## src/sfirc_defs.vh

```
// Constants for the status flag idle/ready controller.
`ifndef SFIRC_DEFS_VH
`define SFIRC_DEFS_VH

// ----------------------------------------------------------------
// Register byte offsets
// ----------------------------------------------------------------
`define SFIRC_OFS_STATUS 8'h00
`define SFIRC_OFS_FIFO 8'h04
`define SFIRC_OFS_CTRL 8'h08
`define SFIRC_OFS_IDLETIME 8'h0c
`define SFIRC_OFS_INTSTS 8'h10
`define SFIRC_OFS_INTMASK 8'h14
`define SFIRC_OFS_DROPCNT 8'h18

// ----------------------------------------------------------------
// Field positions
// ----------------------------------------------------------------
`define SFIRC_STS_VALID_BIT 0
`define SFIRC_STS_CMDRDY_BIT 1
`define SFIRC_STS_AVAIL_BIT 2
`define SFIRC_STS_EXPECT_BIT 3
`define SFIRC_STS_GO_BIT 5
`define SFIRC_STS_RESEND_BIT 6
`define SFIRC_CTRL_HIDDEN_BIT 0
`define SFIRC_CTRL_EXPECT_BIT 1
`define SFIRC_INT_IDLE_BIT 0
`define SFIRC_INT_READY_BIT 1
`define SFIRC_INT_DROP_BIT 2
`define SFIRC_INT_TMO_BIT 3

// ----------------------------------------------------------------
// Reset values
// ----------------------------------------------------------------
`define SFIRC_CTRL_RST 2'h0
`define SFIRC_INTMASK_RST 4'h0

// ----------------------------------------------------------------
// Timing
// ----------------------------------------------------------------
`define SFIRC_CLK_MHZ 250
`define SFIRC_TIMEOUT_B_US 2000
// The idle timeout is 2000 us at 250 MHz, sized to the idle counter width.
`define SFIRC_TIMEOUT_B_CYC 20'h7a120
`define SFIRC_SETTLE_CYC 4'h4
`define SFIRC_HIDDEN_DLY_CYC 20'h10

`endif

```

## src/sfirc_axil_slave.v

```verilog
// AXI4-Lite slave front end that turns bus transfers into strobes.
`timescale 1ns/10ps
module sfirc_axil_slave #(
	parameter AW = 8
) (
	input wire sys_clk,
	input wire rst_n,
	input wire [AW-1:0] s_axi_awaddr,
	input wire s_axi_awvalid,
	output wire s_axi_awready,
	input wire [31:0] s_axi_wdata,
	input wire [3:0] s_axi_wstrb,
	input wire s_axi_wvalid,
	output wire s_axi_wready,
	output reg [1:0] s_axi_bresp,
	output reg s_axi_bvalid,
	input wire s_axi_bready,
	input wire [AW-1:0] s_axi_araddr,
	input wire s_axi_arvalid,
	output wire s_axi_arready,
	output reg [31:0] s_axi_rdata,
	output reg [1:0] s_axi_rresp,
	output reg s_axi_rvalid,
	input wire s_axi_rready,
	output wire wrEn,
	output reg [AW-1:0] wrAddr,
	output reg [31:0] wrData,
	output reg [3:0] wrStrb,
	input wire wrErr,
	output wire rdEn,
	output wire [AW-1:0] rdAddr,
	input wire [31:0] rdData,
	input wire rdErr
);

reg awHeld;
reg wHeld;

// Each channel is held until the pair is complete, so order does not matter.
assign s_axi_awready = ~awHeld;
assign s_axi_wready = ~wHeld;
assign wrEn = awHeld & wHeld & ~s_axi_bvalid;
assign s_axi_arready = ~s_axi_rvalid;
assign rdEn = s_axi_arvalid & ~s_axi_rvalid;
assign rdAddr = s_axi_araddr;

// Write address and data capture, then one response per pair.
always @(posedge sys_clk) begin
	if (!rst_n) begin
		awHeld <= 1'b0;
		wHeld <= 1'b0;
		wrAddr <= {AW{1'b0}};
		wrData <= 32'h0;
		wrStrb <= 4'h0;
		s_axi_bvalid <= 1'b0;
		s_axi_bresp <= 2'h0;
	end else begin
		if (s_axi_awvalid && !awHeld) begin
			awHeld <= 1'b1;
			wrAddr <= s_axi_awaddr;
		end
		if (s_axi_wvalid && !wHeld) begin
			wHeld <= 1'b1;
			wrData <= s_axi_wdata;
			wrStrb <= s_axi_wstrb;
		end
		if (wrEn) begin
			awHeld <= 1'b0;
			wHeld <= 1'b0;
			s_axi_bvalid <= 1'b1;
			s_axi_bresp <= wrErr ? 2'h2 : 2'h0;
		end else if (s_axi_bready) begin
			s_axi_bvalid <= 1'b0;
		end
	end
end

// Read data is sampled in the address cycle; one read at a time.
always @(posedge sys_clk) begin
	if (!rst_n) begin
		s_axi_rvalid <= 1'b0;
		s_axi_rdata <= 32'h0;
		s_axi_rresp <= 2'h0;
	end else if (rdEn) begin
		s_axi_rvalid <= 1'b1;
		s_axi_rdata <= rdData;
		s_axi_rresp <= rdErr ? 2'h2 : 2'h0;
	end else if (s_axi_rready) begin
		s_axi_rvalid <= 1'b0;
	end
end

endmodule

```

## src/sfirc_status_ctrl.v

```verilog
// Status flag controller for the Idle and Ready conditions of one context.
//
// Notes on behaviour
// RULE1: After any change of condition the flags settle for a few cycles before they count.
// RULE2: Software polls the status register until the flag it waits for reads set.
// RULE3: Flag values mean something only while the status-valid flag reads 1.
// RULE4: Transitions happen only with a context selected and no context change pending. The code still moves Ready to Idle when ctxSelected goes low.
// RULE5: Where Idle would be entered, the block may go on to Ready by the hidden move.
// RULE6: The hidden move to Ready need not show that Idle was ever occupied.
// RULE7: Once time spent in Idle reaches the timeout the block stays Idle on its own.
// RULE8: While time in Idle is below the timeout the hidden move to Ready is allowed.
// RULE9: In Idle without host action the three flags read 0 and Idle is kept.
// RULE10: In Ready the expect flag is a software chosen constant 0 or 1.
// RULE11: Software works whichever value the expect flag takes in Ready.
// RULE12: In Idle a write of command-ready 1 moves to Ready with data-available 0.
// RULE13: Data written to the FIFO port in Idle is discarded.
// RULE14: In Idle writes of resend-response or execute-go change nothing.
// RULE15: In Ready writes of resend-response or execute-go change nothing.
// RULE16: The idle counter restarts on each Idle entry and saturates at the timeout.
`timescale 1ns/10ps
`include "sfirc_defs.vh"
module sfirc_status_ctrl #(
	parameter AW = 8,
	parameter CNT_W = 20,
	parameter [CNT_W-1:0] IDLE_TIMEOUT_CYC = `SFIRC_TIMEOUT_B_CYC,
	parameter [CNT_W-1:0] HIDDEN_DLY_CYC = `SFIRC_HIDDEN_DLY_CYC,
	parameter DROP_W = 16
) (
	input wire sys_clk,
	input wire rst_n,
	input wire [AW-1:0] s_axi_awaddr,
	input wire s_axi_awvalid,
	output wire s_axi_awready,
	input wire [31:0] s_axi_wdata,
	input wire [3:0] s_axi_wstrb,
	input wire s_axi_wvalid,
	output wire s_axi_wready,
	output wire [1:0] s_axi_bresp,
	output wire s_axi_bvalid,
	input wire s_axi_bready,
	input wire [AW-1:0] s_axi_araddr,
	input wire s_axi_arvalid,
	output wire s_axi_arready,
	output wire [31:0] s_axi_rdata,
	output wire [1:0] s_axi_rresp,
	output wire s_axi_rvalid,
	input wire s_axi_rready,
	input wire ctxSelected,
	input wire ctxChange,
	output reg [7:0] fifoByte,
	output reg fifoByteValid,
	output wire irq
);

// ----------------------------------------------------------------
// Local constants
// ----------------------------------------------------------------
localparam ST_IDLE = 2'b01;
localparam ST_READY = 2'b10;
localparam [3:0] SETTLE_CYC = `SFIRC_SETTLE_CYC;

// ----------------------------------------------------------------
// Bus front end
// ----------------------------------------------------------------
wire wrEn;
wire [AW-1:0] wrAddr;
wire [31:0] wrData;
wire [3:0] wrStrb;
wire rdEn;
wire [AW-1:0] rdAddr;
reg [31:0] rdData;
reg wrErr;
reg rdErr;

sfirc_axil_slave #(
	.AW(AW)
) uBus (
	.sys_clk(sys_clk),
	.rst_n(rst_n),
	.s_axi_awaddr(s_axi_awaddr),
	.s_axi_awvalid(s_axi_awvalid),
	.s_axi_awready(s_axi_awready),
	.s_axi_wdata(s_axi_wdata),
	.s_axi_wstrb(s_axi_wstrb),
	.s_axi_wvalid(s_axi_wvalid),
	.s_axi_wready(s_axi_wready),
	.s_axi_bresp(s_axi_bresp),
	.s_axi_bvalid(s_axi_bvalid),
	.s_axi_bready(s_axi_bready),
	.s_axi_araddr(s_axi_araddr),
	.s_axi_arvalid(s_axi_arvalid),
	.s_axi_arready(s_axi_arready),
	.s_axi_rdata(s_axi_rdata),
	.s_axi_rresp(s_axi_rresp),
	.s_axi_rvalid(s_axi_rvalid),
	.s_axi_rready(s_axi_rready),
	.wrEn(wrEn),
	.wrAddr(wrAddr),
	.wrData(wrData),
	.wrStrb(wrStrb),
	.wrErr(wrErr),
	.rdEn(rdEn),
	.rdAddr(rdAddr),
	.rdData(rdData),
	.rdErr(rdErr)
);

// ----------------------------------------------------------------
// State and storage
// ----------------------------------------------------------------
reg [1:0] state_reg;
reg [1:0] state_next;
reg [CNT_W-1:0] idleCnt_reg;
reg [CNT_W-1:0] idleCnt_next;
reg [3:0] settle_reg;
reg [3:0] settle_next;
reg [1:0] ctrl_reg;
reg [3:0] intSts_reg;
reg [3:0] intSts_next;
reg [3:0] intMask_reg;
reg [DROP_W-1:0] dropCnt_reg;

// ----------------------------------------------------------------
// Write decode
// ----------------------------------------------------------------
wire lowLane = wrEn & wrStrb[0];
wire stsWr = lowLane & (wrAddr == `SFIRC_OFS_STATUS);
wire fifoWr = lowLane & (wrAddr == `SFIRC_OFS_FIFO);
wire ctrlWr = lowLane & (wrAddr == `SFIRC_OFS_CTRL);
wire intStsWr = lowLane & (wrAddr == `SFIRC_OFS_INTSTS);
wire intMaskWr = lowLane & (wrAddr == `SFIRC_OFS_INTMASK);
wire cmdReqWr = stsWr & wrData[`SFIRC_STS_CMDRDY_BIT];

// The context must be held steady for any move out of Idle.
wire ctxOk = ctxSelected & ~ctxChange; // RULE4
wire inIdle = state_reg[0];
wire inReady = state_reg[1];

// Idle time has reached or passed the timeout.
wire idleExpired = (idleCnt_reg >= IDLE_TIMEOUT_CYC); // RULE7

// The hidden move waits a short delay so software can observe Idle if
// it polls quickly, but never fires once the timeout has run out.
wire hiddenOk = ctrl_reg[`SFIRC_CTRL_HIDDEN_BIT] &
	(idleCnt_reg >= HIDDEN_DLY_CYC) & ~idleExpired; // RULE8

// FIFO data in Idle is unexpected and is thrown away.
wire fifoDrop = fifoWr & inIdle; // RULE13
wire fifoTake = fifoWr & inReady & ctxOk;

// ----------------------------------------------------------------
// Condition sequencing
// ----------------------------------------------------------------
// Execute-go and resend-response bits are not looked at here at all, so
// such writes leave both conditions and all flags untouched.
always @* begin
	state_next = state_reg;
	case (state_reg)
		ST_IDLE: begin
			if (ctxOk && cmdReqWr) begin
				state_next = ST_READY; // RULE12
			end else if (ctxOk && hiddenOk) begin
				state_next = ST_READY; // RULE5
			end else begin
				state_next = ST_IDLE; // RULE9 RULE14
			end
		end
		ST_READY: begin
			if (!ctxSelected) begin
				state_next = ST_IDLE;
			end else begin
				state_next = ST_READY; // RULE15
			end
		end
		default: begin
			state_next = ST_IDLE;
		end
	endcase
end

// ----------------------------------------------------------------
// Idle duration counter
// ----------------------------------------------------------------
// Saturating keeps the comparison honest however long Idle lasts.
always @* begin
	idleCnt_next = idleCnt_reg;
	if (state_next[0] && !inIdle) begin
		idleCnt_next = {CNT_W{1'b0}}; // RULE16
	end else if (inIdle && !idleExpired) begin
		idleCnt_next = idleCnt_reg + {{(CNT_W-1){1'b0}}, 1'b1}; // RULE16
	end
end

// ----------------------------------------------------------------
// Status valid settling
// ----------------------------------------------------------------
// Every change of condition is followed by a short window in which the
// valid flag is low, so a reader never trusts half-updated flags.
always @* begin
	settle_next = settle_reg;
	if (state_next != state_reg) begin
		settle_next = SETTLE_CYC; // RULE1
	end else if (settle_reg != 4'h0) begin
		settle_next = settle_reg - 4'h1;
	end
end

wire status_valid_flag = (settle_reg == 4'h0); // RULE3

// Flags follow the present condition; data-available is never set here.
// A hidden move shows Ready only after Idle has been reported, unless HIDDEN_DLY_CYC is below SETTLE_CYC.
wire cmdRdyFlag = inReady; // RULE6
wire availFlag = 1'b0; // RULE9
wire expectFlag = inReady & ctrl_reg[`SFIRC_CTRL_EXPECT_BIT]; // RULE10

// ----------------------------------------------------------------
// Interrupt status
// ----------------------------------------------------------------
wire evIdle = state_next[0] & ~inIdle;
wire evReady = state_next[1] & ~inReady;
wire evTmo = inIdle & ~idleExpired &
	(idleCnt_next >= IDLE_TIMEOUT_CYC);
wire [3:0] intEv = {evTmo, fifoDrop, evReady, evIdle};

// A new event in the clearing cycle survives the write of one.
always @* begin
	intSts_next = intSts_reg;
	if (intStsWr) begin
		intSts_next = intSts_next & ~wrData[3:0];
	end
	intSts_next = intSts_next | intEv;
end

assign irq = |(intSts_reg & intMask_reg);

// ----------------------------------------------------------------
// Registers
// ----------------------------------------------------------------
always @(posedge sys_clk) begin
	if (!rst_n) begin
		state_reg <= ST_IDLE;
		idleCnt_reg <= {CNT_W{1'b0}};
		settle_reg <= SETTLE_CYC;
		intSts_reg <= 4'h0;
	end else begin
		state_reg <= state_next;
		idleCnt_reg <= idleCnt_next;
		settle_reg <= settle_next;
		intSts_reg <= intSts_next;
	end
end

// Software configuration and the drop counter.
always @(posedge sys_clk) begin
	if (!rst_n) begin
		ctrl_reg <= `SFIRC_CTRL_RST;
		intMask_reg <= `SFIRC_INTMASK_RST;
		dropCnt_reg <= {DROP_W{1'b0}};
	end else begin
		if (ctrlWr) begin
			ctrl_reg <= wrData[1:0];
		end
		if (intMaskWr) begin
			intMask_reg <= wrData[3:0];
		end
		if (fifoDrop && (dropCnt_reg != {DROP_W{1'b1}})) begin
			dropCnt_reg <= dropCnt_reg + {{(DROP_W-1){1'b0}}, 1'b1}; // RULE13
		end
	end
end

// Accepted FIFO bytes go to the command path as a one-cycle strobe.
always @(posedge sys_clk) begin
	if (!rst_n) begin
		fifoByte <= 8'h00;
		fifoByteValid <= 1'b0;
	end else begin
		fifoByteValid <= fifoTake;
		if (fifoTake) begin
			fifoByte <= wrData[7:0];
		end
	end
end

// ----------------------------------------------------------------
// Address checks
// ----------------------------------------------------------------
always @* begin
	if (wrAddr == `SFIRC_OFS_STATUS) begin
		wrErr = 1'b0;
	end else if (wrAddr == `SFIRC_OFS_FIFO) begin
		wrErr = 1'b0;
	end else if (wrAddr == `SFIRC_OFS_CTRL) begin
		wrErr = 1'b0;
	end else if (wrAddr == `SFIRC_OFS_INTSTS) begin
		wrErr = 1'b0;
	end else if (wrAddr == `SFIRC_OFS_INTMASK) begin
		wrErr = 1'b0;
	end else begin
		wrErr = 1'b1;
	end
end

// ----------------------------------------------------------------
// Read mux
// ----------------------------------------------------------------
// The FIFO port reads zero: no response data exists in these conditions.
always @* begin
	rdData = 32'h0;
	rdErr = 1'b0;
	if (rdAddr == `SFIRC_OFS_STATUS) begin
		rdData[`SFIRC_STS_VALID_BIT] = status_valid_flag; // RULE3
		rdData[`SFIRC_STS_CMDRDY_BIT] = cmdRdyFlag;
		rdData[`SFIRC_STS_AVAIL_BIT] = availFlag;
		rdData[`SFIRC_STS_EXPECT_BIT] = expectFlag;
	end else if (rdAddr == `SFIRC_OFS_FIFO) begin
		rdData = 32'h0;
	end else if (rdAddr == `SFIRC_OFS_CTRL) begin
		rdData[1:0] = ctrl_reg;
	end else if (rdAddr == `SFIRC_OFS_IDLETIME) begin
		rdData[CNT_W-1:0] = idleCnt_reg;
	end else if (rdAddr == `SFIRC_OFS_INTSTS) begin
		rdData[3:0] = intSts_reg;
	end else if (rdAddr == `SFIRC_OFS_INTMASK) begin
		rdData[3:0] = intMask_reg;
	end else if (rdAddr == `SFIRC_OFS_DROPCNT) begin
		rdData[DROP_W-1:0] = dropCnt_reg;
	end else begin
		rdErr = 1'b1;
	end
end

// A read has no side effect; rdEn only marks the sampling cycle.
wire unusedRd = rdEn;

endmodule

```

## config.mk

```make
export PLATFORM = sky130hd
export DESIGN_NAME = sfirc_status_ctrl
export DESIGN_NICKNAME = d
export VERILOG_FILES = /design/src/sfirc_axil_slave.v /design/src/sfirc_status_ctrl.v
export VERILOG_INCLUDE_DIRS = /design/src /design/src/src
export SDC_FILE = /design/constraint.sdc
export NUM_CORES = 1
export LEC_CHECK = 0
export BUFFER_PORTS_ARGS = -buffer_cell sky130_fd_sc_hd__buf_4
export CORE_ASPECT_RATIO = 0.75
export CORE_UTILIZATION = 54
export CTS_CLUSTER_DIAMETER = 50
export DETAILED_ROUTE_END_ITERATION = 12
export GPL_ROUTABILITY_DRIVEN = 0
export PLACE_DENSITY = 0.8
export REMOVE_ABC_BUFFERS = 1
export SYNTH_ARGS = -nofsm -noshare
export SYNTH_HDL_FRONTEND = slang
export SYNTH_SLANG_ARGS = --single-unit
```

## constraint.sdc

```tcl
create_clock -name sys_clk -period 3.2 [get_ports sys_clk]
set_clock_uncertainty 0.1 [all_clocks]
set_input_delay 0.32 -clock sys_clk [delete_from_list [all_inputs] [get_ports sys_clk]]
set_output_delay 0.32 -clock sys_clk [all_outputs]
set_load 0.05 [all_outputs]
```

==> flow_results.xml, run 1 <==
<?xml version="1.0" encoding="UTF-8"?>
<metrics>
  <group name="outcome">
    <metric name="result_of_the_run" unit="">finished clean</metric>
  </group>
  <group name="finish">
    <metric name="n_antenna_cell" unit="">0</metric>
    <metric name="syn_to_layout_area_delta" unit="%">17.2</metric>
    <metric name="final_layout_size_suffix_gt1_frac" unit="">0.160</metric>
    <metric name="filler_cells" unit="">697</metric>
    <metric name="number_of_cells_in_the_finished_layout_apart_from_fillers" unit="">766</metric>
    <metric name="finish.net_count" unit="">720</metric>
  </group>
  <group name="route">
    <metric name="antenna_violating_nets_post_route" unit="">0</metric>
    <metric name="remaining_routing_drc_violations" unit="">0</metric>
    <metric name="vias_per_cell" unit="">5.91</metric>
    <metric name="vias" unit="">4526</metric>
    <metric name="wirelength" unit="microns">12100</metric>
    <metric name="firstDrtPassIters" unit="">5</metric>
    <metric name="detail_route.wl_per_cell" unit="microns">15.9</metric>
    <metric name="detail_route.iter0.violations" unit="">394</metric>
  </group>
  <group name="clocking">
    <metric name="postCtsHoldBufs" unit="">0</metric>
    <metric name="setup_fix_bufs_post_cts" unit="">0</metric>
    <metric name="cts_tree" unit="">built</metric>
    <metric name="clk_transition_reported_paths" unit="ns">0.08</metric>
    <metric name="clock_sink_count" unit="">104</metric>
    <metric name="cts_buffer_depth" unit="">2</metric>
    <metric name="cts_inserted_buffers" unit="">9</metric>
    <metric name="worst_skew_pair.late_latency" unit="ns">0.35</metric>
    <metric name="cts_resized" unit="">0</metric>
    <metric name="cts.root.buffer_cell" unit="">sky130_fd_sc_hd__clkbuf_16</metric>
    <metric name="clock_tree.htree_level_count" unit="">3</metric>
  </group>
  <group name="synthesis">
    <metric name="synth_fa_ha_area_frac" unit="">0.0152</metric>
    <metric name="synthSimpleGateAreaFrac" unit="">0.259</metric>
    <metric name="yosys_register_bits" unit="">104</metric>
    <metric name="muxShareOfSynthArea" unit="">0.0611</metric>
    <metric name="synthesized_instance_count" unit="">593</metric>
    <metric name="postSynthAreaPerCell" unit="sq um">8.33</metric>
    <metric name="synth-compound-area-share" unit="">0.141</metric>
    <metric name="most_used_flip_flop_cell_after_synthesis" unit="">sky130_fd_sc_hd__dfxtp_1</metric>
    <metric name="yosys_warnings" unit="">0</metric>
    <metric name="synthesis.area" unit="sq um">4940</metric>
    <metric name="synth_seq_area_share" unit="">0.422</metric>
    <metric name="synth-xor-area-share" unit="">0.0479</metric>
    <metric name="async_reset_ff_frac" unit="">0</metric>
    <metric name="post_synth_num_cell_types" unit="">62</metric>
    <metric name="synth_top_family_by_area" unit="">simple AND/OR/NAND/NOR gates</metric>
    <metric name="synth_enable_flop_cells" unit="">0</metric>
  </group>
  <group name="global_route">
    <metric name="grt_antenna_before_repair" unit="">0</metric>
    <metric name="global_route_wire_length_before_repair" unit="microns">20100</metric>
    <metric name="grt_max_degree" unit="">73</metric>
    <metric name="globalRouteOverflowTotal" unit="">0</metric>
    <metric name="grt_use_total" unit="">0.268</metric>
    <metric name="first_global_vias" unit="">4132</metric>
  </group>
  <group name="job">
    <metric name="max_cap_violations" unit="">0</metric>
  </group>
  <group name="power">
    <metric name="power.combinational.fraction" unit="">0.117</metric>
    <metric name="leakagePower" unit="nW">2.38</metric>
    <metric name="power.density_cell_area" unit="nW/um^2">483</metric>
    <metric name="power.net_switching" unit="W">0.000770</metric>
    <metric name="switching_share" unit="">0.276</metric>
    <metric name="power.share.clock" unit="">0.388</metric>
    <metric name="power.internal" unit="W">0.00202</metric>
    <metric name="peakVddDrop" unit="V">0.000336</metric>
    <metric name="pwr-share-seq" unit="">0.495</metric>
  </group>
  <group name="timing">
    <metric name="grt_setup_unrepaired" unit="">false</metric>
    <metric name="timing_max_transition_violations_final" unit="">0</metric>
    <metric name="final.setup.tns" unit="ns">0</metric>
    <metric name="setup_viol_count_final" unit="">0</metric>
    <metric name="tightestPinTransition" unit="ns">1.21</metric>
    <metric name="clock.fmax" unit="MHz">365</metric>
    <metric name="finalHoldViolations" unit="">0</metric>
    <metric name="period_share" unit="">0.857</metric>
    <metric name="period_minus_slack" unit="ns">2.74</metric>
    <metric name="worst_slew_margin_rel" unit="">0.194</metric>
  </group>
  <group name="worst_setup_path">
    <metric name="worst_ep_arrival_time" unit="ns">2.92</metric>
    <metric name="timing.critical_path.from_type" unit="">flip-flop</metric>
    <metric name="crit_path_end_kind" unit="">flip-flop</metric>
    <metric name="cp_max_fo" unit="">18</metric>
    <metric name="worst_ep_required_time" unit="ns">3.38</metric>
    <metric name="worst-setup-path-type" unit="">flip-flop to flip-flop</metric>
  </group>
  <group name="floorplan">
    <metric name="die_x" unit="microns">112</metric>
    <metric name="boundaryPins" unit="">112</metric>
    <metric name="die_area" unit="sq um">9540</metric>
    <metric name="core_area" unit="sq um">8670</metric>
    <metric name="core.rowCount" unit="">29</metric>
    <metric name="overall_die_height" unit="microns">84.8</metric>
    <metric name="starting_utilization_of_the_core_area" unit="">0.569</metric>
  </group>
  <group name="placed_design">
    <metric name="port_buffers" unit="">70</metric>
    <metric name="placed_cells" unit="">750</metric>
    <metric name="dp_hpwl" unit="microns">8910</metric>
  </group>
  <group name="min_path">
    <metric name="worst_hold_path_type" unit="">primary input to flip-flop</metric>
  </group>
</metrics>
## synthesized netlist by cell type (2+ instances only)
cell / count / share of area
sky130_fd_sc_hd__dfxtp_1: 104 / 0.42
sky130_fd_sc_hd__mux2i_1: 29 / 0.059
sky130_fd_sc_hd__buf_1: 2 / 0.0015
sky130_fd_sc_hd__nor4_4: 2 / 0.0086
sky130_fd_sc_hd__clkbuf_1: 24 / 0.018
sky130_fd_sc_hd__a311oi_1: 2 / 0.0035
sky130_fd_sc_hd__a211oi_1: 3 / 0.0046
sky130_fd_sc_hd__or3_1: 7 / 0.0089
sky130_fd_sc_hd__xnor2_1: 12 / 0.021
sky130_fd_sc_hd__o211ai_1: 2 / 0.0030
sky130_fd_sc_hd__o21ai_1: 4 / 0.0041
sky130_fd_sc_hd__nand2_2: 2 / 0.0025
sky130_fd_sc_hd__inv_1: 14 / 0.011
sky130_fd_sc_hd__nor2_1: 108 / 0.082
sky130_fd_sc_hd__nor3_2: 2 / 0.0041
sky130_fd_sc_hd__ha_1: 6 / 0.015
sky130_fd_sc_hd__xor2_1: 15 / 0.027
sky130_fd_sc_hd__nand3_1: 17 / 0.017
sky130_fd_sc_hd__a22oi_1: 16 / 0.024
sky130_fd_sc_hd__buf_4: 14 / 0.021
sky130_fd_sc_hd__nor4_1: 6 / 0.0076
sky130_fd_sc_hd__a222oi_1: 4 / 0.0081
sky130_fd_sc_hd__nor4b_1: 3 / 0.0053
sky130_fd_sc_hd__a41oi_1: 2 / 0.0035
sky130_fd_sc_hd__nor2b_1: 7 / 0.0089
sky130_fd_sc_hd__and4_1: 2 / 0.0035
sky130_fd_sc_hd__a21oi_1: 45 / 0.046
sky130_fd_sc_hd__nand4_1: 11 / 0.014
sky130_fd_sc_hd__and4b_1: 3 / 0.0061
sky130_fd_sc_hd__o21ai_0: 10 / 0.010
sky130_fd_sc_hd__and3_1: 11 / 0.014
sky130_fd_sc_hd__nand2_1: 58 / 0.044
sky130_fd_sc_hd__a211o_1: 3 / 0.0053
sky130_fd_sc_hd__a31oi_1: 5 / 0.0063
sky130_fd_sc_hd__nor3_1: 11 / 0.011
## cells in the final DEF (no fill, tap or decap), types with 2 or more instances in the layout
cell type,netlist,layout
sky130_fd_sc_hd__a211o_1,3,3
sky130_fd_sc_hd__a211oi_1,3,3
sky130_fd_sc_hd__a21oi_1,45,45
sky130_fd_sc_hd__a222oi_1,4,4
sky130_fd_sc_hd__a22oi_1,16,16
sky130_fd_sc_hd__a311oi_1,2,2
sky130_fd_sc_hd__a31oi_1,5,5
sky130_fd_sc_hd__a41oi_1,2,2
sky130_fd_sc_hd__and3_1,11,11
sky130_fd_sc_hd__and4_1,2,2
sky130_fd_sc_hd__and4b_1,3,3
sky130_fd_sc_hd__buf_4,14,76
sky130_fd_sc_hd__clkbuf_16,0,9
sky130_fd_sc_hd__conb_1,1,14
sky130_fd_sc_hd__dfxtp_1,104,104
sky130_fd_sc_hd__ha_1,6,6
sky130_fd_sc_hd__inv_1,14,14
sky130_fd_sc_hd__inv_6,0,3
sky130_fd_sc_hd__inv_8,0,2
sky130_fd_sc_hd__mux2i_1,29,29
sky130_fd_sc_hd__nand2_1,58,58
sky130_fd_sc_hd__nand2_2,2,2
sky130_fd_sc_hd__nand3_1,17,17
sky130_fd_sc_hd__nand4_1,11,11
sky130_fd_sc_hd__nor2_1,108,108
sky130_fd_sc_hd__nor2b_1,7,7
sky130_fd_sc_hd__nor3_1,11,11
sky130_fd_sc_hd__nor3_2,2,2
sky130_fd_sc_hd__nor4_1,6,6
sky130_fd_sc_hd__nor4_4,2,2
sky130_fd_sc_hd__nor4b_1,3,3
sky130_fd_sc_hd__o211ai_1,2,2
sky130_fd_sc_hd__o21ai_0,10,10
sky130_fd_sc_hd__o21ai_1,4,4
sky130_fd_sc_hd__or3_1,7,7
sky130_fd_sc_hd__xnor2_1,12,12
sky130_fd_sc_hd__xor2_1,15,15
## power groups by stage
stage,sequential [W],clock (W),combinational (W)
3_5_place_dp,0.00141,0,0.000324
4_1_cts,0.00138,0.00110,0.000327
2_1_floorplan,0.00142,0,0.000207
6_report,0.00138,0.00108,0.000328
5_1_grt,0.00139,0.00116,0.000357
3_3_place_gp,0.00141,0,0.000312
## critical path: stages (launching register included)
cell and delay, ns:
sky130_fd_sc_hd__dfxtp_1 0.32, sky130_fd_sc_hd__or4_4 0.57, sky130_fd_sc_hd__nor4_4 0.32, sky130_fd_sc_hd__nand4_1 0.17, sky130_fd_sc_hd__o21ai_1 0.21, sky130_fd_sc_hd__o22a_1 0.32
sky130_fd_sc_hd__nand2_1 0.42, sky130_fd_sc_hd__nor2_1 0.24
## cells by family (layout without fill, tap and decap cells)
group | Yosys count | after routing
muxes | 30 | 30
xor gates and xnor gates | 27 | 27
buffers and inverters | 56 | 108
and+or+nand+nor | 261 | 261
AOI/OAI and AO/OA | 108 | 108
DFF | 104 | 104
adders and majority gates | 6 | 6
other | 1 | 14
## layer usage
metal  global-route usage  vias up  wire length, microns
met5                    0        -                     0
met4               0.0873        0                   172
met3               0.0550       23                  1010
met2                0.421      185                  5550
met1                0.372     2134                  5420
li1                     -     2184                     -
## metrics by stage
| step | power (W) | setup slack (ns) | instance area (sq um) | util | hold slack [ns] |
|---|---|---|---|---|---|
| 2_1_floorplan | 0.00162 | 0.718 | 4780 | - | 0.319 |
| 6_report | 0.00279 | 0.458 | 5790 | 0.667 | 0.0424 |
| 3_5_place_dp | 0.00173 | 0.453 | 5490 | 0.633 | 0.347 |
| 4_1_cts | 0.00281 | 0.437 | 5790 | 0.667 | 0.0331 |
| 3_3_place_gp | 0.00172 | 0.576 | 5490 | 0.633 | 0.338 |
| 5_1_grt | 0.00290 | 0.208 | 5790 | 0.667 | 0.0392 |
## final timing paths
path | start | end | slack [ns] | depth (start not counted)
setup / recovery | uBus.wrAddr[1] | idleCnt_reg[3] | 0.46 | 7
hold / removal | s_axi_rready | uBus.s_axi_rvalid | 0.04 | 2
setup reg to reg | uBus.wrAddr[1] | idleCnt_reg[3] | 0.46 | 7
hold reg to reg | uBus.s_axi_rdata[16] | uBus.s_axi_rdata[16] | 0.35 | 2
## final cells by class
class	instances	area, sq um	share of cell area
Tap cell	108	135	0.0234
Clock inverter	6	56.3	0.00973
Inverter	16	60.1	0.0104
Timing Repair Buffer	76	571	0.0986
Multi-Input combinational cell	446	2640	0.457
Sequential cell	104	2080	0.360
Clock buffer	10	239	0.0413
(Power assumes the default switching activity.)
==> run 2, diff against run 1 <==
Settings changed: CTS_CLUSTER_SIZE from default to 28, REMOVE_ABC_BUFFERS 1 to default.
==> run 2 against run 1 <==
Utilization down 0.16 points. Clock power fell by 4%. Critical path type unchanged. Combinational power about the same. Largest power group unchanged. Highest routed layer unchanged.
==> flow_results.xml, run 2 (synthesized netlist as in run 1, its figures left out) <==
<?xml version="1.0" encoding="UTF-8"?>
<metrics>
  <group name="global_route">
    <metric name="first_global_vias" unit="">4090</metric>
    <metric name="grt_antenna_before_repair" unit="">0</metric>
    <metric name="grt_use_total" unit="">0.272</metric>
    <metric name="busiest_layer" unit="">met2</metric>
    <metric name="global_route_wire_length_before_repair" unit="microns">20400</metric>
    <metric name="gr_layer_usage_met1" unit="">0.380</metric>
    <metric name="grt_max_degree" unit="">39</metric>
    <metric name="grt_util_met3" unit="">0.0557</metric>
    <metric name="globalRouteOverflowTotal" unit="">0</metric>
    <metric name="global_route_met2_usage" unit="">0.423</metric>
  </group>
  <group name="worst_setup_path">
    <metric name="cp_max_fo" unit="">7</metric>
    <metric name="timing.critical_path.from_type" unit="">flip-flop</metric>
    <metric name="crit_path_end_kind" unit="">flip-flop</metric>
    <metric name="critical-path-top-delay-family" unit="">simple AND/OR/NAND/NOR gates</metric>
    <metric name="worst_path_largest_cell_delay" unit="ns">0.58</metric>
    <metric name="worst_ep_arrival_time" unit="ns">2.96</metric>
    <metric name="crit_path_frequent_cell" unit="">sky130_fd_sc_hd__nor3_1</metric>
    <metric name="worst_ep_required_time" unit="ns">3.39</metric>
    <metric name="cp_cell_sequence" unit="">nor3_1, a211o_1, a21oi_1, nor3_1, mux2i_1, o31ai_1, a32oi_1, o211a_1</metric>
    <metric name="worst-setup-path-type" unit="">flip-flop to flip-flop</metric>
    <metric name="path_buf_inv" unit="">0</metric>
    <metric name="crit_path_top_delay_cell" unit="">sky130_fd_sc_hd__nor3_1</metric>
  </group>
  <group name="timing">
    <metric name="setup_viol_count_final" unit="">0</metric>
    <metric name="timing_max_transition_violations_final" unit="">0</metric>
    <metric name="fin_worst_hold_slack" unit="ns">0.0460</metric>
    <metric name="worst_slew_margin_rel" unit="">0.401</metric>
    <metric name="period_minus_slack" unit="ns">2.76</metric>
    <metric name="clock.fmax" unit="MHz">362</metric>
    <metric name="final.setup.tns" unit="ns">0</metric>
    <metric name="tightestPinTransition" unit="ns">0.897</metric>
    <metric name="grt_setup_unrepaired" unit="">false</metric>
    <metric name="finalHoldViolations" unit="">0</metric>
    <metric name="period_share" unit="">0.863</metric>
  </group>
  <group name="finish">
    <metric name="layout.cells.most_common_list" unit="">sky130_fd_sc_hd__nor2_1 (108), sky130_fd_sc_hd__dfxtp_1 (104), sky130_fd_sc_hd__buf_4 (76)</metric>
    <metric name="final_layout_size_suffix_gt1_frac" unit="">0.158</metric>
    <metric name="finish.net_count" unit="">720</metric>
    <metric name="filler_cells" unit="">728</metric>
    <metric name="number_of_cells_in_the_finished_layout_apart_from_fillers" unit="">766</metric>
    <metric name="syn_to_layout_area_delta" unit="%">16.9</metric>
    <metric name="layout.cells.most_common" unit="">sky130_fd_sc_hd__nor2_1</metric>
    <metric name="finish.utilization" unit="">0.666</metric>
    <metric name="n_antenna_cell" unit="">0</metric>
  </group>
  <group name="floorplan">
    <metric name="starting_utilization_of_the_core_area" unit="">0.569</metric>
    <metric name="core.rowCount" unit="">29</metric>
    <metric name="die_x" unit="microns">112</metric>
    <metric name="boundaryPins" unit="">112</metric>
    <metric name="die_area" unit="sq um">9540</metric>
    <metric name="overall_die_height" unit="microns">84.8</metric>
    <metric name="core_area" unit="sq um">8670</metric>
  </group>
  <group name="clocking">
    <metric name="cts.root.buffer_cell" unit="">sky130_fd_sc_hd__clkbuf_16</metric>
    <metric name="clock_tree.htree_level_count" unit="">3</metric>
    <metric name="cts_tree" unit="">built</metric>
    <metric name="setup_fix_bufs_post_cts" unit="">0</metric>
    <metric name="worst_skew_pair.late_latency" unit="ns">0.35</metric>
    <metric name="cts_inserted_buffers" unit="">9</metric>
    <metric name="clk_transition_reported_paths" unit="ns">0.07</metric>
    <metric name="postCtsHoldBufs" unit="">0</metric>
    <metric name="clock_sink_count" unit="">104</metric>
    <metric name="cts_resized" unit="">0</metric>
    <metric name="cts_buffer_depth" unit="">2</metric>
  </group>
  <group name="route">
    <metric name="antenna_violating_nets_post_route" unit="">0</metric>
    <metric name="wirelength" unit="microns">12600</metric>
    <metric name="firstDrtPassIters" unit="">8</metric>
    <metric name="detail_route.iter0.violations" unit="">351</metric>
    <metric name="detail_route.wl_per_cell" unit="microns">16.4</metric>
    <metric name="vias" unit="">4523</metric>
    <metric name="vias_per_cell" unit="">5.90</metric>
    <metric name="remaining_routing_drc_violations" unit="">0</metric>
  </group>
  <group name="power">
    <metric name="peakVddDrop" unit="V">0.000491</metric>
    <metric name="power.density_cell_area" unit="nW/um^2">477</metric>
    <metric name="leakagePower" unit="nW">2.38</metric>
  </group>
  <group name="outcome">
    <metric name="result_of_the_run" unit="">finished clean</metric>
  </group>
  <group name="placed_design">
    <metric name="port_buffers" unit="">70</metric>
    <metric name="placed_cells" unit="">750</metric>
    <metric name="dp_hpwl" unit="microns">9200</metric>
  </group>
  <group name="min_path">
    <metric name="worst_hold_path_type" unit="">primary input to flip-flop</metric>
  </group>
  <group name="job">
    <metric name="max_cap_violations" unit="">0</metric>
  </group>
</metrics>
==> run 2: power by group <==
group,total [W],switching [W],leakage (nW),internal [W]
sequential,0.00138,0.0000409,0.844,0.00134
clock,0.00104,0.000489,0.137,0.000555
combinational,0.000331,0.000215,1.39,0.000116
==> run 2: metal layers <==
layer	vias up	part of all wire
li1	2169	-
met4	0	0.018
met1	2130	0.45
met2	203	0.45
met5	-	0
met3	21	0.077
==> run 2: final timing paths <==
check / startpoint / endpoint / slack, ns / depth (start not counted)
max: idleCnt_reg[6] / intSts_reg[3] / 0.44 / 8
min: s_axi_rready / uBus.s_axi_rvalid / 0.05 / 2
max reg2reg: idleCnt_reg[6] / intSts_reg[3] / 0.44 / 8
min reg2reg: uBus.s_axi_rresp[1] / uBus.s_axi_rresp[1] / 0.36 / 2
==> run 2: cell type report <==
class / count / area, sq um / area share
Multi-Input combinational cell: 446 / 2640 / 0.458
Tap cell: 108 / 135 / 0.0234
Clock inverter: 5 / 38.8 / 0.00672
Timing Repair Buffer: 76 / 571 / 0.0989
Inverter: 16 / 60.1 / 0.0104
Clock buffer: 11 / 243 / 0.0421
Sequential cell: 104 / 2080 / 0.361
==> run 2: stage by stage <==
| stage | total power (W) | cell area, sq um | worst slack [ns] |
|---|---|---|---|
| after floorplan | 0.00164 | 4990 | 0.727 |
| after global placement | 0.00172 | 5490 | 0.576 |
| after detailed placement | 0.00174 | 5490 | 0.506 |
| after CTS | 0.00276 | 5770 | 0.437 |
| after global routing | 0.00286 | 5770 | 0.194 |
| final | 0.00275 | 5770 | 0.437 |
==> run 3, diff against run 2 <==
Settings changed: PLACE_DENSITY 0.8 to 0.77, SLEW_MARGIN from default to 20, SYNTH_HIERARCHICAL from default to 1.
==> run 3 against run 2 <==
Synthesized cell count rose by 12%. Worst setup slack got worse by 0.11 ns. Utilization rose by 0.28 points. Sequential share of layout area fell by 2.6 points. Clock power rose by 81%. Via count rose by 7.6%. Sequential power rose by 12%. Critical endpoint is now idleCnt_reg[4].
==> flow_results.xml, run 3 <==
<?xml version="1.0" encoding="UTF-8"?>
<metrics>
  <group name="timing">
    <metric name="period_share" unit="">0.899</metric>
    <metric name="timing_max_transition_violations_final" unit="">0</metric>
    <metric name="worst_slew_margin_rel" unit="">0.377</metric>
    <metric name="grt_setup_unrepaired" unit="">false</metric>
    <metric name="period_minus_slack" unit="ns">2.88</metric>
    <metric name="finalHoldViolations" unit="">0</metric>
    <metric name="setup_viol_count_final" unit="">0</metric>
    <metric name="tightestPinTransition" unit="ns">0.933</metric>
    <metric name="layout_setup_ws" unit="ns">0.323</metric>
    <metric name="final.setup.tns" unit="ns">0</metric>
    <metric name="clock.fmax" unit="MHz">348</metric>
  </group>
  <group name="route">
    <metric name="firstDrtPassIters" unit="">5</metric>
    <metric name="detail_route.iter0.violations" unit="">398</metric>
    <metric name="vias_per_cell" unit="">5.54</metric>
    <metric name="wirelength" unit="microns">13400</metric>
    <metric name="antenna_violating_nets_post_route" unit="">0</metric>
    <metric name="vias" unit="">4866</metric>
    <metric name="remaining_routing_drc_violations" unit="">0</metric>
    <metric name="detail_route.wl_per_cell" unit="microns">15.3</metric>
  </group>
  <group name="placed_design">
    <metric name="pre_cts_slack" unit="ns">0.400</metric>
    <metric name="port_buffers" unit="">82</metric>
    <metric name="dp_hpwl" unit="microns">9330</metric>
  </group>
  <group name="power">
    <metric name="leakagePower" unit="nW">2.72</metric>
    <metric name="power.density_cell_area" unit="nW/um^2">544</metric>
    <metric name="peakVddDrop" unit="V">0.000415</metric>
  </group>
  <group name="global_route">
    <metric name="gr_layer_usage_met1" unit="">0.321</metric>
    <metric name="global_route_wire_length_before_repair" unit="microns">22400</metric>
    <metric name="grt_util_met3" unit="">0.0566</metric>
    <metric name="global_route_met2_usage" unit="">0.420</metric>
    <metric name="first_global_vias" unit="">4720</metric>
    <metric name="grt_use_total" unit="">0.255</metric>
    <metric name="grt_max_degree" unit="">50</metric>
    <metric name="globalRouteOverflowTotal" unit="">0</metric>
    <metric name="busiest_layer" unit="">met2</metric>
    <metric name="grt_antenna_before_repair" unit="">0</metric>
  </group>
  <group name="floorplan">
    <metric name="overall_die_height" unit="microns">91.8</metric>
    <metric name="starting_utilization_of_the_core_area" unit="">0.560</metric>
    <metric name="core_area" unit="sq um">10400</metric>
    <metric name="die_area" unit="sq um">11200</metric>
    <metric name="die_x" unit="microns">122</metric>
    <metric name="core.rowCount" unit="">32</metric>
    <metric name="boundaryPins" unit="">112</metric>
  </group>
  <group name="worst_setup_path">
    <metric name="cp_cell_sequence" unit="">and3b_1, nand4bb_4, nor3_1, nand4_1, o311ai_0, a21oi_1, nand2b_1, nor2_1</metric>
    <metric name="worst_ep_required_time" unit="ns">3.42</metric>
    <metric name="ff2ff_setup_slack" unit="ns">0.32</metric>
    <metric name="worst-r2r-cell-count" unit="">8</metric>
    <metric name="worst_ep_arrival_time" unit="ns">3.10</metric>
    <metric name="critical-path-top-delay-family" unit="">simple AND/OR/NAND/NOR gates</metric>
    <metric name="crit_path_end_kind" unit="">flip-flop</metric>
    <metric name="r2r-end" unit="">idleCnt_reg[4]</metric>
    <metric name="worst-setup-path-type" unit="">flip-flop to flip-flop</metric>
    <metric name="crit_path_top_delay_cell" unit="">sky130_fd_sc_hd__nand2b_1</metric>
    <metric name="reg2reg_from" unit="">uBus/wHeld</metric>
    <metric name="worst_path_largest_cell_delay" unit="ns">0.55</metric>
    <metric name="cp_max_fo" unit="">20</metric>
    <metric name="path_buf_inv" unit="">0</metric>
    <metric name="timing.critical_path.from_type" unit="">flip-flop</metric>
  </group>
  <group name="finish">
    <metric name="layout.cells.most_common_list" unit="">sky130_fd_sc_hd__nand2_1 (118), sky130_fd_sc_hd__dfxtp_1 (116), sky130_fd_sc_hd__buf_4 (87)</metric>
    <metric name="syn_to_layout_area_delta" unit="%">19.4</metric>
    <metric name="layout.cells.most_common" unit="">sky130_fd_sc_hd__nand2_1</metric>
    <metric name="finish.utilization" unit="">0.668</metric>
    <metric name="filler_cells" unit="">844</metric>
    <metric name="finish.net_count" unit="">796</metric>
    <metric name="largest_register_ff_count" unit="">32</metric>
    <metric name="n_antenna_cell" unit="">0</metric>
    <metric name="final_layout_size_suffix_gt1_frac" unit="">0.228</metric>
  </group>
  <group name="synthesis">
    <metric name="synthesized_instance_count" unit="">666</metric>
    <metric name="yosys_warnings" unit="">6</metric>
    <metric name="synthesis.area" unit="sq um">5800</metric>
    <metric name="postSynthAreaPerCell" unit="sq um">8.71</metric>
  </group>
  <group name="clocking">
    <metric name="clock_tree.htree_level_count" unit="">4</metric>
    <metric name="setup_fix_bufs_post_cts" unit="">0</metric>
    <metric name="clk_transition_reported_paths" unit="ns">0.06</metric>
    <metric name="postCtsHoldBufs" unit="">0</metric>
    <metric name="cts_tree" unit="">built</metric>
    <metric name="worst_skew_pair.late_latency" unit="ns">0.41</metric>
    <metric name="cts_inserted_buffers" unit="">17</metric>
    <metric name="cts.root.buffer_cell" unit="">sky130_fd_sc_hd__clkbuf_16</metric>
    <metric name="clock_sink_count" unit="">116</metric>
    <metric name="cts_buffer_depth" unit="">2</metric>
    <metric name="cts_resized" unit="">0</metric>
  </group>
  <group name="min_path">
    <metric name="worst_hold_path_type" unit="">primary input to flip-flop</metric>
    <metric name="hold_end" unit="">uBus/s_axi_rvalid</metric>
    <metric name="min_path_cells" unit="">2</metric>
    <metric name="min-delay-start" unit="">s_axi_arvalid</metric>
  </group>
  <group name="outcome">
    <metric name="result_of_the_run" unit="">finished clean</metric>
  </group>
  <group name="job">
    <metric name="max_cap_violations" unit="">0</metric>
  </group>
</metrics>
[run 3: final cells by class]
class	count	area, sq um	area share
Multi-Input combinational cell	491	3120	0.451
Sequential cell	116	2320	0.335
Timing Repair Buffer	87	653	0.0942
Clock buffer	20	467	0.0673
Tap cell	136	170	0.0246
Clock inverter	12	129	0.0186
Inverter	16	65.1	0.00939
[run 3: where the power goes]
group	total (W)	leakage (nW)	internal (W)	switching [W]
clock	0.00188	0.288	0.00121	0.000671
sequential	0.00154	0.942	0.00150	0.0000408
combinational	0.000354	1.49	0.000142	0.000211
[run 3: how the worst max path moves through the flow]
stage,to,cells after the start,start
after floorplan,dropCnt_reg[10],9,uBus/s_axi_bvalid
after global placement,idleCnt_reg[8],8,uBus/wHeld
after detailed placement,idleCnt_reg[1],8,uBus/wHeld
after CTS,idleCnt_reg[1],8,uBus/wHeld
after global routing,idleCnt_reg[4],7,idleCnt_reg[10]
final,idleCnt_reg[4],8,uBus/wHeld
[run 3: stage by stage]
| stage | total power, W | cells | cell area, sq um | hold slack, ns |
|---|---|---|---|---|
| global placement | 0.00190 | 846 | 6330 | 0.353 |
| floorplan | 0.00185 | 678 | 5850 | 0.348 |
| CTS | 0.00379 | 878 | 6930 | 0.0372 |
| detailed placement | 0.00192 | 846 | 6330 | 0.357 |
| finish | 0.00377 | 878 | 6930 | 0.0431 |
| global route | 0.00390 | 878 | 6930 | 0.0654 |
[run 3: layer usage]
metal  wire length [microns]  part of all wire
met4                     213             0.016
met3                     745             0.056
met1                    6010              0.45
met5                       0                 0
met2                    6450              0.48
